--- src/scsi_cfg_pkg.sv ---
// Shared constants, types and helpers for the adapter query command block.
package scsi_cfg_pkg;

  // ----------------------------------------------------------------
  // Register map and field positions
  // ----------------------------------------------------------------
  localparam int ADDR_W = 3;
  localparam int DATA_W = 8;
  localparam logic [2:0] REG_CMD = 3'h0;
  localparam logic [2:0] REG_DATA_IN = 3'h1;
  localparam logic [2:0] REG_STATUS = 3'h2;
  localparam logic [2:0] REG_CONFIG = 3'h3;
  localparam logic [2:0] REG_CTRL = 3'h4;
  localparam logic [2:0] REG_TMODE = 3'h5;
  localparam logic [2:0] REG_TMASK = 3'h6;
  localparam logic [2:0] REG_OPTION = 3'h7;
  localparam int ST_COMPLETE = 0;
  localparam int ST_INVALID = 1;
  localparam int ST_BUSY = 2;
  localparam int ST_DATA = 3;
  localparam int CTRL_CLR_COMPLETE = 0;
  localparam int CTRL_CLR_INVALID = 1;
  localparam int CTRL_SOFT_RST = 2;
  localparam int CFG_ID_LSB = 0;
  localparam int CFG_IRQ_LSB = 3;
  localparam int CFG_DMA_LSB = 6;
  localparam int OPT_TM_FEATURE = 0;
  localparam logic [7:0] CONFIG_RST = 8'h07;
  localparam logic [7:0] OPTION_RST = 8'h01;

  // ----------------------------------------------------------------
  // Commands, selectors and counts
  // ----------------------------------------------------------------
  localparam logic [7:0] OP_SCAN = 8'h0A;
  localparam logic [7:0] OP_CONFIG = 8'h0B;
  localparam logic [7:0] OP_TMODE = 8'h0C;
  localparam logic [7:0] SEL_INITIATOR = 8'h00;
  localparam logic [7:0] SEL_TARGET = 8'h01;
  localparam logic [3:0] SCAN_BYTES = 4'h8;
  localparam logic [3:0] CFG_BYTES = 4'h3;
  localparam logic [2:0] LAST_ID = 3'h7;

  // ----------------------------------------------------------------
  // Timing
  // ----------------------------------------------------------------
  localparam int CLK_MHZ = 100;
  localparam int RETRY_MS = 250;
  localparam int LIMIT_MS = 60000;
  localparam int RETRY_CYC = RETRY_MS * 1000 * CLK_MHZ;
  localparam int MAX_RETRY = LIMIT_MS / RETRY_MS;

  // ----------------------------------------------------------------
  // Types
  // ----------------------------------------------------------------
  typedef enum logic [2:0] {
    ST_IDLE = 3'h0,
    ST_SCAN_ISSUE = 3'h1,
    ST_SCAN_WAIT = 3'h3,
    ST_SCAN_RETRY = 3'h2,
    ST_REPLY = 3'h6,
    ST_PARM0 = 3'h4,
    ST_PARM1 = 3'h5
  } state_e;

  typedef struct packed {
    logic [2:0] tgt;
    logic [2:0] lun;
  } probe_req_s;

  typedef struct packed {
    logic done;
    logic present;
    logic busy;
  } probe_rsp_s;

  function automatic logic [7:0] lun_bit(input logic [2:0] k);
    lun_bit = 8'h01 << k;
  endfunction

  function automatic logic [7:0] dma_code(input logic [1:0] sel);
    case (sel)
      2'h0: dma_code = 8'h01;
      2'h1: dma_code = 8'h20;
      2'h2: dma_code = 8'h40;
      default: dma_code = 8'h80;
    endcase
  endfunction

  function automatic logic [7:0] irq_code(input logic [2:0] sel);
    case (sel)
      3'h0: irq_code = 8'h01;
      3'h1: irq_code = 8'h02;
      3'h2: irq_code = 8'h04;
      3'h3: irq_code = 8'h08;
      3'h4: irq_code = 8'h20;
      default: irq_code = 8'h40;
    endcase
  endfunction

endpackage

--- src/reply_buffer.sv ---
// Small byte store that holds a command reply and hands it out in order.
`timescale 1ns/100ps
module reply_buffer #(
  parameter int DEPTH = 8,
  parameter int AW = 3
) (
  input wire logic i_mclk,
  input wire logic i_rst,
  input wire logic i_we,
  input wire logic [AW-1:0] i_widx,
  input wire logic [7:0] i_wdata,
  input wire logic i_load,
  input wire logic [AW:0] i_len,
  input wire logic i_pop,
  output logic [7:0] o_head,
  output logic [AW:0] o_left
);
  logic [7:0] mem [DEPTH];
  logic [AW-1:0] rd_reg;
  logic [AW:0] left_reg;

  always_ff @(posedge i_mclk) begin
    if (i_we) begin
      mem[i_widx] <= i_wdata;
    end
  end

  always_ff @(posedge i_mclk) begin
    if (i_rst) begin
      rd_reg <= '0;
      left_reg <= '0;
    end else if (i_load) begin
      rd_reg <= '0;
      left_reg <= i_len;
    end else if (i_pop && left_reg != '0) begin
      rd_reg <= rd_reg + AW'(1);
      left_reg <= left_reg - (AW+1)'(1);
    end
  end

  assign o_head = mem[rd_reg];
  assign o_left = left_reg;
endmodule

--- src/retry_timer.sv ---
// Interval timer that pulses once a fixed number of cycles after a start.
`timescale 1ns/100ps
module retry_timer #(
  parameter int CYC = 25000000,
  parameter int CW = $clog2(CYC + 1)
) (
  input wire logic i_mclk,
  input wire logic i_rst,
  input wire logic i_start,
  output logic o_expire
);
  logic [CW-1:0] cnt_reg;
  logic expire_reg;

  always_ff @(posedge i_mclk) begin
    if (i_rst) begin
      cnt_reg <= '0;
      expire_reg <= 1'b0;
    end else begin
      expire_reg <= (cnt_reg == CW'(1)) && !i_start;
      if (i_start) begin
        cnt_reg <= CW'(CYC);
      end else if (cnt_reg != '0) begin
        cnt_reg <= cnt_reg - CW'(1);
      end
    end
  end

  assign o_expire = expire_reg;
endmodule

--- src/scsi_cfg_cmd.sv ---
// Command handler for the device scan, configuration query and target mode.
//
// Our own choices: the address map and the plain strobed port.
`timescale 1ns/100ps

// How it works
// Scan sends Test Unit Ready to each target and LUN, returns eight bytes; the adapter's own ID is not probed.
// Scan byte n is target n; bit k set means LUN k installed.
// Busy target is retried every 250 ms for at most one minute.
// The scan byte at the adapter's own ID is always zero.
// After all eight scan bytes are read, command complete is raised.
// Config query returns DMA, interrupt, ID bytes; DMA uses bits 7,6,5,0.
// Interrupt byte one-hot in bits 0-3,5,6; ID byte holds ID in 2-0.
// After the three config bytes are read, command complete is raised.
// Host sends a mode selector and a LUN mask after target mode opcode.
// Selector 00h initiator only, 01h adds target; others are invalid.
// LUN mask bit k set makes LUN k installed in target mode.
// Host gives at least one mask bit when enabling target mode.
// Disabling target mode ignores the LUN mask byte.
// Target mode command is invalid when the feature is switched off.
// Leaving target mode with target blocks still active is invalid.
// Inquiry answer reports whether the addressed LUN is installed.
// With target mode off the adapter never answers a selection.
// Hard, soft and power-on reset all disable target mode.
// A SCSI bus reset keeps the target mode state as it was.
// Invalid commands set their own flag, apart from command complete.
// A valid target mode command raises complete after it takes effect.
// Reply bytes leave the data-in register lowest byte first.
module scsi_cfg_cmd #(
  parameter int RETRY_CYC = scsi_cfg_pkg::RETRY_CYC,
  parameter logic [7:0] MAX_RETRY = 8'(scsi_cfg_pkg::MAX_RETRY)
) (
  input wire logic i_mclk,
  input wire logic i_rst,
  input wire logic [scsi_cfg_pkg::ADDR_W-1:0] i_addr,
  input wire logic [scsi_cfg_pkg::DATA_W-1:0] i_wdata,
  input wire logic i_wr,
  input wire logic i_rd,
  output logic [scsi_cfg_pkg::DATA_W-1:0] o_rdata,
  output logic o_probe_req,
  output scsi_cfg_pkg::probe_req_s o_probe,
  input scsi_cfg_pkg::probe_rsp_s i_probe,
  input wire logic i_tm_ccb_active,
  input wire logic [2:0] i_inq_lun,
  output logic o_inq_installed,
  output logic o_sel_respond,
  output logic o_command_complete_flag,
  output logic o_invalid_command_flag
);
  import scsi_cfg_pkg::*;

  // ----------------------------------------------------------------
  // State and registers
  // ----------------------------------------------------------------
  state_e state_reg, state_next;
  probe_req_s probe_reg, probe_next;
  logic probe_req_reg, probe_req_next;
  logic [7:0] scan_byte_reg, scan_byte_next;
  logic [7:0] retry_reg, retry_next;
  logic [7:0] parm0_reg, parm0_next;
  logic tm_mode_reg, tm_mode_next;
  logic [7:0] tm_mask_reg, tm_mask_next;
  logic [7:0] config_reg;
  logic [7:0] option_reg;
  logic [7:0] rdata_reg, rdata_next;
  logic complete_reg, invalid_reg;
  logic inq_reg, sel_reg;
  logic set_complete, set_invalid;
  logic buf_we, buf_load, timer_start, timer_expire;
  logic [2:0] buf_widx;
  logic [7:0] buf_wdata;
  logic [3:0] buf_len;
  logic [7:0] buf_head;
  logic [3:0] buf_left;
  logic [7:0] status_word;

  // ----------------------------------------------------------------
  // Bus decode
  // ----------------------------------------------------------------
  wire wr_cmd = i_wr && (i_addr == REG_CMD);
  wire rd_data = i_rd && (i_addr == REG_DATA_IN);
  wire wr_config = i_wr && (i_addr == REG_CONFIG);
  wire wr_ctrl = i_wr && (i_addr == REG_CTRL);
  wire wr_option = i_wr && (i_addr == REG_OPTION);
  wire soft_rst = wr_ctrl && i_wdata[CTRL_SOFT_RST];
  wire clr_complete = wr_ctrl && i_wdata[CTRL_CLR_COMPLETE];
  wire clr_invalid = wr_ctrl && i_wdata[CTRL_CLR_INVALID];
  wire any_rst = i_rst || soft_rst;
  wire [2:0] own_id = config_reg[CFG_ID_LSB +: 3];
  wire [2:0] irq_sel = config_reg[CFG_IRQ_LSB +: 3];
  wire [1:0] dma_sel = config_reg[CFG_DMA_LSB +: 2];
  wire tm_feature = option_reg[OPT_TM_FEATURE];
  wire own_hit = (probe_reg.tgt == own_id);
  wire last_tgt = (probe_reg.tgt == LAST_ID);
  wire last_lun = (probe_reg.lun == LAST_ID);
  wire lun_found = i_probe.present && !i_probe.busy;
  wire may_retry = i_probe.busy && (retry_reg < MAX_RETRY);
  wire last_pop = rd_data && (buf_left == 4'h1);

  // ----------------------------------------------------------------
  // Reply store and retry timer
  // ----------------------------------------------------------------
  reply_buffer #(.DEPTH(8), .AW(3)) u_reply (
    .i_mclk(i_mclk),
    .i_rst(any_rst),
    .i_we(buf_we),
    .i_widx(buf_widx),
    .i_wdata(buf_wdata),
    .i_load(buf_load),
    .i_len(buf_len),
    .i_pop(rd_data),
    .o_head(buf_head),
    .o_left(buf_left)
  );

  retry_timer #(.CYC(RETRY_CYC)) u_retry (
    .i_mclk(i_mclk),
    .i_rst(any_rst),
    .i_start(timer_start),
    .o_expire(timer_expire)
  );

  // ----------------------------------------------------------------
  // Command sequencer
  // ----------------------------------------------------------------
  always_comb begin
    state_next = state_reg;
    probe_next = probe_reg;
    probe_req_next = 1'b0;
    scan_byte_next = scan_byte_reg;
    retry_next = retry_reg;
    parm0_next = parm0_reg;
    tm_mode_next = tm_mode_reg;
    tm_mask_next = tm_mask_reg;
    set_complete = 1'b0;
    set_invalid = 1'b0;
    buf_we = 1'b0;
    buf_widx = probe_reg.tgt;
    buf_wdata = 8'h00;
    buf_load = 1'b0;
    buf_len = SCAN_BYTES;
    timer_start = 1'b0;
    case (state_reg)
      ST_IDLE: begin
        if (wr_cmd) begin
          case (i_wdata)
            OP_SCAN: begin
              probe_next = '0;
              scan_byte_next = 8'h00;
              retry_next = 8'h00;
              state_next = ST_SCAN_ISSUE;
            end
            OP_CONFIG: begin
              buf_we = 1'b1;
              buf_widx = 3'h0;
              buf_wdata = dma_code(dma_sel);
              buf_load = 1'b1;
              buf_len = CFG_BYTES;
              state_next = ST_REPLY;
            end
            OP_TMODE: state_next = ST_PARM0;
            default: set_invalid = 1'b1;
          endcase
        end
      end
      ST_SCAN_ISSUE: begin
        if (own_hit) begin
          buf_we = 1'b1;
          buf_wdata = 8'h00;
          probe_next.lun = 3'h0;
          if (last_tgt) begin
            buf_load = 1'b1;
            state_next = ST_REPLY;
          end else begin
            probe_next.tgt = probe_reg.tgt + 3'h1;
          end
        end else begin
          probe_req_next = 1'b1;
          state_next = ST_SCAN_WAIT;
        end
      end
      ST_SCAN_WAIT: begin
        if (i_probe.done) begin
          if (may_retry) begin
            retry_next = retry_reg + 8'h01;
            timer_start = 1'b1;
            state_next = ST_SCAN_RETRY;
          end else begin
            retry_next = 8'h00;
            if (lun_found) begin
              scan_byte_next = scan_byte_reg | lun_bit(probe_reg.lun);
            end
            state_next = ST_SCAN_ISSUE;
            if (last_lun) begin
              buf_we = 1'b1;
              buf_wdata = scan_byte_next;
              scan_byte_next = 8'h00;
              probe_next.lun = 3'h0;
              if (last_tgt) begin
                buf_load = 1'b1;
                state_next = ST_REPLY;
              end else begin
                probe_next.tgt = probe_reg.tgt + 3'h1;
              end
            end else begin
              probe_next.lun = probe_reg.lun + 3'h1;
            end
          end
        end
      end
      ST_SCAN_RETRY: begin
        if (timer_expire) begin
          state_next = ST_SCAN_ISSUE;
        end
      end
      ST_REPLY: begin
        if (buf_left == CFG_BYTES && !buf_load) begin
          buf_we = 1'b0;
        end
        if (last_pop) begin
          set_complete = 1'b1;
          state_next = ST_IDLE;
        end
      end
      ST_PARM0: begin
        if (wr_cmd) begin
          parm0_next = i_wdata;
          state_next = ST_PARM1;
        end
      end
      ST_PARM1: begin
        if (wr_cmd) begin
          state_next = ST_IDLE;
          if (!tm_feature) begin
            set_invalid = 1'b1;
          end else if (parm0_reg == SEL_INITIATOR) begin
            if (tm_mode_reg && i_tm_ccb_active) begin
              set_invalid = 1'b1;
            end else begin
              tm_mode_next = 1'b0;
              set_complete = 1'b1;
            end
          end else if (parm0_reg == SEL_TARGET) begin
            tm_mode_next = 1'b1;
            tm_mask_next = i_wdata;
            set_complete = 1'b1;
          end else begin
            set_invalid = 1'b1;
          end
        end
      end
      default: state_next = ST_IDLE;
    endcase
  end

  // ----------------------------------------------------------------
  // Config reply bytes one and two are decoded live from config_reg at read time, behind byte zero
  // ----------------------------------------------------------------
  logic cfg_fill_reg;
  always_ff @(posedge i_mclk) begin
    if (any_rst) begin
      cfg_fill_reg <= 1'b0;
    end else begin
      cfg_fill_reg <= (state_reg == ST_IDLE) && wr_cmd && i_wdata == OP_CONFIG;
    end
  end
  logic [7:0] cfg_mem1, cfg_mem2;
  assign cfg_mem1 = irq_code(irq_sel);
  assign cfg_mem2 = {5'h00, own_id};

  // ----------------------------------------------------------------
  // Register updates
  // ----------------------------------------------------------------
  always_ff @(posedge i_mclk) begin
    if (any_rst) begin
      state_reg <= ST_IDLE;
      probe_reg <= '0;
      probe_req_reg <= 1'b0;
      scan_byte_reg <= 8'h00;
      retry_reg <= 8'h00;
      parm0_reg <= 8'h00;
      tm_mode_reg <= 1'b0;
      tm_mask_reg <= 8'h00;
    end else begin
      state_reg <= state_next;
      probe_reg <= probe_next;
      probe_req_reg <= probe_req_next;
      scan_byte_reg <= scan_byte_next;
      retry_reg <= retry_next;
      parm0_reg <= parm0_next;
      tm_mode_reg <= tm_mode_next;
      tm_mask_reg <= tm_mask_next;
    end
  end

  always_ff @(posedge i_mclk) begin
    if (i_rst) begin
      config_reg <= CONFIG_RST;
      option_reg <= OPTION_RST;
    end else begin
      if (wr_config) begin
        config_reg <= i_wdata;
      end
      if (wr_option) begin
        option_reg <= i_wdata;
      end
    end
  end

  always_ff @(posedge i_mclk) begin
    if (any_rst) begin
      complete_reg <= 1'b0;
      invalid_reg <= 1'b0;
      inq_reg <= 1'b0;
      sel_reg <= 1'b0;
      rdata_reg <= 8'h00;
    end else begin
      complete_reg <= set_complete || (complete_reg && !clr_complete);
      invalid_reg <= set_invalid || (invalid_reg && !clr_invalid);
      inq_reg <= tm_mode_reg && tm_mask_reg[i_inq_lun];
      sel_reg <= tm_mode_reg;
      rdata_reg <= rdata_next;
    end
  end

  // ----------------------------------------------------------------
  // Read path
  // ----------------------------------------------------------------
  always_comb begin
    status_word = 8'h00;
    status_word[ST_COMPLETE] = complete_reg;
    status_word[ST_INVALID] = invalid_reg;
    status_word[ST_BUSY] = (state_reg != ST_IDLE);
    status_word[ST_DATA] = (state_reg == ST_REPLY) && (buf_left != 4'h0);
  end

  logic cfg_view_reg;
  wire cfg_view = cfg_view_reg;
  always_ff @(posedge i_mclk) begin
    if (any_rst) begin
      cfg_view_reg <= 1'b0;
    end else if (cfg_fill_reg) begin
      cfg_view_reg <= 1'b1;
    end else if (buf_load) begin
      cfg_view_reg <= 1'b0;
    end
  end

  logic [7:0] reply_byte;
  always_comb begin
    reply_byte = buf_head;
    if (cfg_view && buf_left == 4'h2) begin
      reply_byte = cfg_mem1;
    end else if (cfg_view && buf_left == 4'h1) begin
      reply_byte = cfg_mem2;
    end
  end

  always_comb begin
    rdata_next = 8'h00;
    if (i_rd) begin
      case (i_addr)
        REG_DATA_IN: begin
          if (state_reg == ST_REPLY && buf_left != 4'h0) begin
            rdata_next = reply_byte;
          end
        end
        REG_STATUS: rdata_next = status_word;
        REG_CONFIG: rdata_next = config_reg;
        REG_TMODE: rdata_next = {7'h00, tm_mode_reg};
        REG_TMASK: rdata_next = tm_mask_reg;
        REG_OPTION: rdata_next = option_reg;
        default: rdata_next = 8'h00;
      endcase
    end
  end

  assign o_rdata = rdata_reg;
  assign o_probe_req = probe_req_reg;
  assign o_probe = probe_reg;
  assign o_inq_installed = inq_reg;
  assign o_sel_respond = sel_reg;
  assign o_command_complete_flag = complete_reg;
  assign o_invalid_command_flag = invalid_reg;

  // ----------------------------------------------------------------
  // Checks
  // ----------------------------------------------------------------
  a_probe_one_shot: assert property (
    @(posedge i_mclk) disable iff (i_rst)
    o_probe_req |=> !o_probe_req && state_reg == ST_SCAN_WAIT)
    else $error("probe request longer than one cycle");
  a_own_byte_zero: assert property (
    @(posedge i_mclk) disable iff (i_rst)
    (state_reg == ST_SCAN_ISSUE && own_hit) |-> buf_we && buf_wdata == 8'h00)
    else $error("own ID scan byte not zero");
  a_lun_bit_set: assert property (
    @(posedge i_mclk) disable iff (any_rst)
    (state_reg == ST_SCAN_WAIT && i_probe.done && lun_found && !last_lun)
    |=> scan_byte_reg[$past(probe_reg.lun)])
    else $error("found LUN not recorded");
  a_busy_retry: assert property (
    @(posedge i_mclk) disable iff (any_rst)
    (state_reg == ST_SCAN_WAIT && i_probe.done && may_retry)
    |=> state_reg == ST_SCAN_RETRY && o_probe == $past(o_probe))
    else $error("busy target not retried");
  a_done_on_drain: assert property (
    @(posedge i_mclk) disable iff (any_rst)
    (state_reg == ST_REPLY && last_pop) |=> o_command_complete_flag
    ##1 (o_command_complete_flag || $past(clr_complete)))
    else $error("complete flag missing after last byte");
  a_cfg_len_three: assert property (
    @(posedge i_mclk) disable iff (any_rst)
    (state_reg == ST_IDLE && wr_cmd && i_wdata == OP_CONFIG)
    |=> state_reg == ST_REPLY && buf_left == CFG_BYTES)
    else $error("config reply is not three bytes");
  a_bad_selector: assert property (
    @(posedge i_mclk) disable iff (any_rst)
    (state_reg == ST_PARM1 && wr_cmd && tm_feature && parm0_reg > SEL_TARGET)
    |=> o_invalid_command_flag && $stable(tm_mode_reg))
    else $error("bad selector not flagged");
  a_feature_off: assert property (
    @(posedge i_mclk) disable iff (any_rst)
    (state_reg == ST_PARM1 && wr_cmd && !tm_feature)
    |=> o_invalid_command_flag && !set_complete && $stable(tm_mode_reg))
    else $error("target mode accepted with feature off");
  a_leave_busy: assert property (
    @(posedge i_mclk) disable iff (any_rst)
    (state_reg == ST_PARM1 && wr_cmd && tm_feature && tm_mode_reg
     && i_tm_ccb_active && parm0_reg == SEL_INITIATOR)
    |=> tm_mode_reg && o_invalid_command_flag)
    else $error("left target mode with active blocks");
  a_reset_mode: assert property (
    @(posedge i_mclk) any_rst |=> !tm_mode_reg ##1 !o_sel_respond)
    else $error("reset did not disable target mode");
endmodule

--- config.mk ---
export PLATFORM = sky130hd
export DESIGN_NAME = scsi_cfg_cmd
export DESIGN_NICKNAME = d
export VERILOG_FILES = /design/src/scsi_cfg_pkg.sv /design/src/reply_buffer.sv /design/src/retry_timer.sv /design/src/scsi_cfg_cmd.sv
export SDC_FILE = /design/constraint.sdc
export NUM_CORES = 1
export LEC_CHECK = 0
export BUFFER_PORTS_ARGS = -buffer_cell sky130_fd_sc_hd__buf_4
export CAP_MARGIN = 20
export CORE_UTILIZATION = 40
export CTS_CLUSTER_SIZE = 16
export DETAILED_ROUTE_END_ITERATION = 8
export HOLD_SLACK_MARGIN = 0.03
export PLACE_DENSITY_LB_ADDON = 0.3
export SETUP_SLACK_MARGIN = 0.1
export SLEW_MARGIN = 10
export SYNTH_ARGS = -nofsm -noshare
export SYNTH_HDL_FRONTEND = slang
export SYNTH_SLANG_ARGS = --single-unit
export TNS_END_PERCENT = 50
--- constraint.sdc ---
create_clock -name i_mclk -period 7 [get_ports i_mclk]
set_input_delay 1.4 -clock i_mclk [delete_from_list [all_inputs] [get_ports i_mclk]]
set_output_delay 1.4 -clock i_mclk [all_outputs]
set_load 0.03 [all_outputs]
### Yosys cells after proc, flatten, opt, wreduce, memory -nomap -nowiden

Memories as Yosys holds them, arrays and structs flattened. A register that Yosys moved wholly into a read port is not among the register bits.
Index checks and enable logic that the tools add are counted.

* $add $sub $neg: 6
* magnitude comparators: 2
* eq/ne operators: 42
* shift-type cells: 1
* muxes and demuxes: 97
* bitwise operators: 4
* reductions and logical operators: 56

Operator list (number)
* 8-bit two-way mux: 16
* 3-bit two-way mux: 19
* 25-bit two-way mux: 2
* 8-bit case mux with 2 select lines: 3
* 8-bit case mux with 6 select lines: 1
* 1-bit two-way mux: 36
* 7-bit case mux with 5 select lines: 1
* 3-bit equality test (second input constant): 10
* 6-bit two-way mux: 5
* 25-bit by 1-bit equality test with 1-bit output (second input constant): 1
* 25-bit nonzero test: 1
* 25-bit by 1-bit subtractor with 25-bit output (second input constant): 1
* 8-bit by 4-bit equality test with 1-bit output (second input constant): 3
* 8-bit case mux with 3 select lines: 1
* 1-bit logical AND: 22
* 3-bit case mux with 7 select lines: 1
* 4-bit two-way mux: 5
* 3-bit by 2-bit equality test with 1-bit output (second input constant): 6
* 2-bit != test (second input constant): 9
* 6-bit case mux with 3 select lines: 1
* 5-bit AND reduction: 3
* 2-bit nonzero test: 5
* 3-bit by 1-bit adder with 3-bit output (second input constant): 3
* 3-bit by 1-bit equality test with 1-bit output (second input constant): 3
* 34 further kinds: 50

* register bits: 106
* RAM bits: 64
* input port bits: 22
* memories kept: 1

Memories
* u_reply.mem: words 8, width 8, read ports 1, clocked after memory_dff 1, wr ports 1, line reply_buffer.sv:18 `logic [7:0] mem [DEPTH];`

### Longest topological paths before layout

Gate-level depths: netlist of run 1.

* depth in word-level cells: 8
* depth in mapped cells: 8
* mapped depth without buffers: 7

### Modules after synthesis

A second synthesis of run 1 with hierarchy kept.

* cell total of the unflattened synthesis: 778
* area, all modules: 8299.2 um^2

By module, submodules not included
* scsi_cfg_cmd: instances 1, cells an instance 470, area each 4015.1 um^2, seq. area each 1461.4 um^2
* reply_buffer: instances 1, cells an instance 155, area each 2972.9 um^2, seq. area each 2122.0 um^2
* retry_timer: instances 1, cells an instance 153, area each 1311.3 um^2, seq. area each 520.5 um^2

### Worst setup path after synthesis of run 1

OpenSTA, ideal clock, no wires.

* path kind: in2reg
* start: input i_wdata[7] (netlist bit)
* end: memory u_reply.mem[4][0] (enable)
* setup time: 0.419 ns
* arrival: 3.936 ns
* data required time: 6.581 ns
* path slack: 2.645 ns
* stages: 5
* cell sequence: or3b_2 nor3_1 nand4_1 clkbuf_1 a2111oi_0

* longest elaborated chain between the ends: 6

RTL lines
* from (decl): line scsi_cfg_cmd.sv:36 `input wire logic [scsi_cfg_pkg::DATA_W-1:0] i_wdata,`
* 8-bit by 4-bit equality test with 1-bit output (*): line scsi_cfg_cmd.sv:146 `case (i_wdata)`
* 1-bit two-way mux: line scsi_cfg_cmd.sv:146
* 1-bit two-way mux: line scsi_cfg_cmd.sv:145 `if (wr_cmd) begin`
* 1-bit case mux with 3 select lines: line scsi_cfg_cmd.sv:143 `case (state_reg)`
* 1-bit two-way mux: line reply_buffer.sv:23 `if (i_we) begin`
* 1-bit two-way mux (not written as such): line reply_buffer.sv:24 `mem[i_widx] <= i_wdata;`
* to (decl): line reply_buffer.sv:18

Mark *: on every way between the ends. The rest lies on a longest branch, timed or not.

### Worst setup path after layout of run 1

* start: input i_wdata[7] (netlist bit)
* end: memory u_reply.mem[5][7] (data pin)

* longest elaborated chain between the ends: 4

RTL lines
* 8-bit by 4-bit equality test with 1-bit output: line scsi_cfg_cmd.sv:146
* 8-bit two-way mux: line scsi_cfg_cmd.sv:146
* 8-bit two-way mux: line scsi_cfg_cmd.sv:145
* 8-bit case mux with 2 select lines: line scsi_cfg_cmd.sv:143
* via buf_wdata[7]: line scsi_cfg_cmd.sv:71 `logic [7:0] buf_wdata;`

The timed path passes the listed nets, and every way through them passes these cells.

==> flow_summary.toml, run 1 <==
[final_layout]
fin_util_pct = 46.6
nFillCells = 1864
nNetsFinal = 834
syn_to_final_growth_pct = 13.8
drive_above_1_share_pct = 15.2
diodes = 0
largest_register_ffs = 64
multi_input_area_um2 = 3710
ff_latch_area_um2 = 4100

[placement]
post-dp-hpwl_mm = 13.1
place.gp.congestion = 0.806
io_buffers = 40

[floorplan]
core.rowCount = 51
initial_utilization_pct = 41.0
die_h_um = 144
die_w_um = 144
die_area_um2 = 20600
io-pin-count = 41
core_um2 = 19600

[logic_synthesis]
yosysMostFrequentCell = "dfxtp_1"
ys_types = 67
synthTopCellsByArea = "dfxtp_1, edfxtp_1, mux4_2, a21oi_1, mux2i_1"
ys_ff_latch = 173
synthArstFlopShare_pct = 0
synth_fp_nets = 808
synth_area_per_cell_um2 = 10.4
yosysWarnings = 0
synth-edff-count = 64
yosys_most_used_dff = "dfxtp_1"
synth.largest_area_cell = "dfxtp_1"
yosysTopAreaCellShare_pct = 27.2
synthesis.area_um2 = 8030
synthesis.instances = 771
seq_area_frac_synth_pct = 51.1
synth_commonest_cells = "dfxtp_1, nand2_1, nor2_1, edfxtp_1, a21oi_1"

[sta]
slew_viol_final = 0
relSlewSlack_pct = 35.4
finalHoldViolations = 0
rsz0062_at_grt = "no"
worst_hold_slack_ns = 0.436
clock_skew_ns = 0.0109
max_clock_freq_mhz = 265
period_needed_ns = 3.78
post-route-period-util_pct = 54.0
worstMarginPinSlew_ns = 0.966
setup-tns-final_ns = 0
setup_violations = 0

[clock_network]
root_buffer = "clkbuf_16"
clk_latency_ns = 0.43
clock_path_buffers = 2
cts_inserted_buffers = 17
cts.sink_count = 173
post-cts-setup-buffers = 0
cts_tree = "yes"
path_clk_slew_ns = 0.07
htreeDepth = 4
cts_resized = 0
hold_buffers = 0

[global_route]
antenna_found_initial = 0
grt_max_degree = 42
grt_pass1_wl_mm = 30.0
overflow = 0
grt_pass1_vias = 5483
track_usage_pct = 19.3

[setup_path]
path_max_fanout = 12
r2r_cells = 5
endpoint_kind = "register"
crit_arrival_ns = 3.87
critPathKind = "primary input to register"
startpoint_type = "primary input"
worstPathRequired_ns = 7.09

[power]
power_density_nw_per_um2 = 305
ir_drop_v = 0.000157
power.leakage_nw = 3.28

[hold_path]
whs_path_depth = 2
worstHoldPathType = "register to register"

[detailed_routing]
vias = 5963
wl_per_cell_um = 17.3
route.detailed.drc = 0
routed_wl_mm = 18.6
firstDrtPassIters = 5
vias_per_cell = 5.55
postRouteAntennaNets = 0
drt-initial-drc-count = 464

[flow_run]
maxCapViolCount = 0

[outcome]
run_status = "complete, no violations"
routing by layer:
metal | routed length, µm | GRT usage [%] | vias up
met5 | 0 | 0 | -
li1 | - | - | 2915
met1 | 8970 | 26.7 | 2921
met2 | 8620 | 29.8 | 111
met4 | 194 | 5.49 | 0
met3 | 824 | 4.77 | 16
final timing paths:
path                            end             start  slack (ns)
hold / removal     scan_byte_reg[7]  scan_byte_reg[7]        0.44
setup / recovery  u_reply.mem[5][7]        i_wdata[7]        3.22
setup reg to reg  u_reply.mem[4][7]      state_reg[0]        3.63
hold reg to reg    scan_byte_reg[7]  scan_byte_reg[7]        0.44
cell families after synthesis:
family | synth area share (%)
muxes | 9.92
and+or+nand+nor | 18.1
AOI/OAI and AO/OA | 12.4
adders and majority gates | 2.34
xor gates and xnor gates | 3.06
buffers and inverters | 3.06
DFF | 51.1
power breakdown:
group          total [mW]  switching [mW]  leakage (nW)  internal, mW
clock network       0.869           0.408         0.259         0.462
registers            1.19          0.0908          1.53          1.10
logic               0.724           0.431          1.49         0.293
total                2.78           0.930          3.28          1.85
stage by stage:
| step | cell area [µm²] | setup WS, ns | cells | total power [mW] |
|---|---|---|---|---|
| detailed placement | 8570 | 2.62 | 1041 | 1.92 |
| finish | 9130 | 3.22 | 1075 | 2.78 |
| global route | 9130 | 3.02 | 1075 | 2.94 |
| global placement | 8570 | 2.70 | 1040 | 1.92 |
| floorplan | 8030 | 2.64 | 771 | 1.74 |
| CTS | 9110 | 3.06 | 1073 | 2.79 |
cell type report:
type | count | area share (%)
flip-flops and latches | 173 | 45.0
clock buffers | 19 | 4.74
repair buffers | 50 | 4.08
clock inverters | 13 | 1.16
well taps | 265 | 3.63
multi-input cells | 535 | 40.6
inverters | 20 | 0.822
worst max-delay path, stage by stage:
cell and delay, ns:
buf_4 0.13, or3b_2 0.54, nor3_1 0.29, nand4_1 0.52, o32ai_1 0.99
cell usage in the layout, fill, tap and decap left out, types with 6 or more instances in the layout:
master and n:
or3_1 12, nor2b_1 6, nand4_1 7, xor2_1 8, nand2b_1 7, nand3b_1 8
edfxtp_1 64, clkbuf_16 17, mux2i_1 30, and3_1 6, nand4b_1 6, a31oi_1 11
nor4_1 13, nand3_1 14, inv_1 20, mux4_2 19, nor2_1 69, o21ai_0 24
buf_4 48, nand2_1 75, nor3_1 17, a21oi_1 60, and2_1 7, a211oi_1 8
dfxtp_1 109, mux2_2 6, xnor2_1 20, ha_1 15
Power figures use the tool's default switching activity.
==> run 2, diff against run 1 <==
Settings changed: ABC_AREA set to 1.
Clock period 7 ns to 3.88 ns, I/O delays scaled along.
==> run 2 against run 1 <==
Effect of this change: critical path depth increased by 1; synthesized cell count increased by 34%; routed wire length increased by 13%; clock skew increased by 0.00077 ns; hold slack improved by 0.011 ns.
==> flow_summary.toml, run 2 <==
[floorplan]
die_h_um = 146
die_area_um2 = 21300
core_um2 = 20200
io-pin-count = 41
core.rowCount = 52
initial_utilization_pct = 40.9
die_w_um = 146

[placement]
post-dp-hpwl_mm = 15.0
io_buffers = 40
numPlacedInstances = 1331
place.gp.congestion = 0.865
dpl_cell_area_um2 = 8870

[setup_path]
crit_chain = "ha_1, ha_1, nand4_2, nand3_1, nand2_1, nor2_1"
r2r_slack_ns = 1.24
startpoint_type = "register"
r2r_cells = 6
endpoint_kind = "register"
critPathKind = "register to register"
r2r_start = "o_probe[0]"
cp_slowest_stage_delay_ns = 0.59
worstPathRequired_ns = 3.95
path_max_fanout = 11
crit_top_cell = "ha_1"
crit_arrival_ns = 2.70
worst_r2r_endpoint = "u_reply.mem[7][2]"
critPathSlowestCell = "nor2_1"

[logic_synthesis]
yosysWarnings = 0
yosysTopAreaCellShare_pct = 26.4
synth_compound_area_share_pct = 14.7
yosysMostFrequentCell = "nand2_1"
synth_fp_nets = 1073
seq_area_frac_synth_pct = 49.6
synth_commonest_cells = "nand2_1, nor2_1, inv_1, dfxtp_1, a21oi_1"
muxShareOfSynthArea_pct = 0
yosys_most_used_dff = "dfxtp_1"
ys_ff_latch = 173
synthesis.area_um2 = 8280
synthArstFlopShare_pct = 0
synthAdderAreaFrac_pct = 2.27
yosys.area_share.simple_pct = 24.5
synth_area_per_cell_um2 = 7.99
synth.largest_area_cell = "dfxtp_1"
synth-xor-area-share_pct = 2.01
synth-edff-count = 64
synthTopCellsByArea = "dfxtp_1, edfxtp_1, nand2_1, nor2_1, a21oi_1"
ys_types = 51
synth_top_family_by_area = "simple AND/OR/NAND/NOR gates"
synthesis.instances = 1036

[final_layout]
final_common_cell = "nand2_1"
instances_no_fill = 1363
diodes = 0
drive_above_1_share_pct = 9.97
nFillCells = 1971
nNetsFinal = 1117
largest_register_ffs = 64
syn_to_final_growth_pct = 14.1
most-common-layout-cells = "nand2_1, nor2_1, inv_1"
final_area_um2 = 9440

[power]
netSwitchingPower_mw = 1.47
ir_drop_v = 0.000402
switching_share_pct = 31.9
p_comb_share_pct = 19.5
power.leakage_nw = 3.73
internal_power_mw = 3.13
power_frac_seq_pct = 44.3
power_density_nw_per_um2 = 487
pwr-share-clk_pct = 36.1

[clock_network]
path_clk_slew_ns = 0.07
root_buffer = "clkbuf_16"
cts.sink_count = 173
htreeDepth = 4
clock_path_buffers = 2
cts_resized = 0
hold_buffers = 0
post-cts-setup-buffers = 0
cts_tree = "yes"
clk_latency_ns = 0.44
cts_inserted_buffers = 17

[hold_path]
whs_path_depth = 2
worstHoldStart = "scan_byte_reg[7]"
worstHoldPathType = "register to register"
hold_path_end = "scan_byte_reg[7]"

[detailed_routing]
vias = 7104
routed_wl_mm = 21.0
firstDrtPassIters = 6
drt-initial-drc-count = 573
vias_per_cell = 5.21
wl_per_cell_um = 15.4
postRouteAntennaNets = 0
route.detailed.drc = 0

[global_route]
grt_max_degree = 40
grt_pass1_wl_mm = 34.0
track_usage_pct = 20.3
grt_pass1_vias = 6672
overflow = 0
antenna_found_initial = 0

[sta]
setup_violations = 0
slew_viol_final = 0
clock_skew_ns = 0.0117
worstMarginPinSlew_ns = 0.906
rsz0062_at_grt = "no"
post-route-period-util_pct = 68.0
relSlewSlack_pct = 39.6
finalHoldViolations = 0
period_needed_ns = 2.64
setup-tns-final_ns = 0
max_clock_freq_mhz = 379

[outcome]
run_status = "complete, no violations"

[flow_run]
maxCapViolCount = 0
run 2: changes by cell type in the layout (fill, tap and decap cells not counted), moves of 19 or more:
cell | previous run | this run
nand2_1 | 75 | 176
inv_1 | 20 | 115
nor2_1 | 69 | 152
nand3_1 | 14 | 74
o21ai_0 | 24 | 68
a21oi_1 | 60 | 98
mux2i_1 | 30 | 0
mux4_2 | 19 | 0
run 2: how the worst max path moves through the flow:
stage,from,to,cells after the start
floorplan,o_probe[0],u_reply.mem[3][0],7
global placement,i_wdata[4],u_reply.mem[7][1],8
detailed placement,i_wdata[4],u_reply.mem[7][5],8
CTS,o_probe[0],u_reply.mem[7][7],6
global route,o_probe[0],u_reply.mem[7][5],6
finish,o_probe[0],u_reply.mem[7][2],6
run 2: cells by family (layout without fill, tap and decap cells):
| family | Yosys count | count (layout) |
|---|---|---|
| compound gates | 220 | 220 |
| buf+inv | 148 | 205 |
| xor+xnor | 19 | 19 |
| flops | 173 | 173 |
| simple gates | 461 | 461 |
| fa+ha+maj | 15 | 15 |
run 2: critical path: cells and delay by family (launching register included):
kind | cells | cell delay, ns
flops | 1 | 0.43
fa+ha+maj | 2 | 0.61
simple gates | 4 | 1.21
run 2: routing by layer:
| layer | wire (µm) | track usage (%) | up-vias |
|---|---|---|---|
| li1 | - | - | 3575 |
| met1 | 9890 | 27.9 | 3283 |
| met2 | 9640 | 32.1 | 213 |
| met3 | 1150 | 4.08 | 33 |
| met4 | 346 | 6.58 | 0 |
| met5 | 0 | 0 | - |
run 2: area by class of cell:
class                           instances  area, µm²  area share [%]
Sequential cell                       173       4100            43.5
Multi-Input combinational cell        715       3590            38.1
Inverter                              124        468            4.96
Clock buffer                           17        425            4.51
Timing Repair Buffer                   49        368            3.90
Tap cell                              270        338            3.58
Clock inverter                         15        141            1.50
run 2: power groups by stage:
stage / clock network [mW] / registers [mW] / logic (mW)
after detailed placement: 0 / 2.08 / 0.885
after CTS: 1.68 / 2.04 / 0.892
after floorplan: 0 / 2.06 / 0.704
after global placement: 0 / 2.08 / 0.879
after global routing: 1.75 / 2.05 / 1.03
final: 1.66 / 2.04 / 0.897
run 2: per-stage QoR:
| stage | hold WS, ns | total power, mW | setup slack (ns) | util (%) |
|---|---|---|---|---|
| after floorplan | 0.408 | 2.76 | 1.15 | - |
| after global placement | 0.417 | 2.96 | 0.998 | 43.8 |
| after detailed placement | 0.418 | 2.96 | 0.855 | 43.8 |
| after CTS | 0.449 | 4.61 | 1.23 | 46.6 |
| after global routing | 0.465 | 4.83 | 0.993 | 46.6 |
| final | 0.447 | 4.60 | 1.24 | 46.6 |
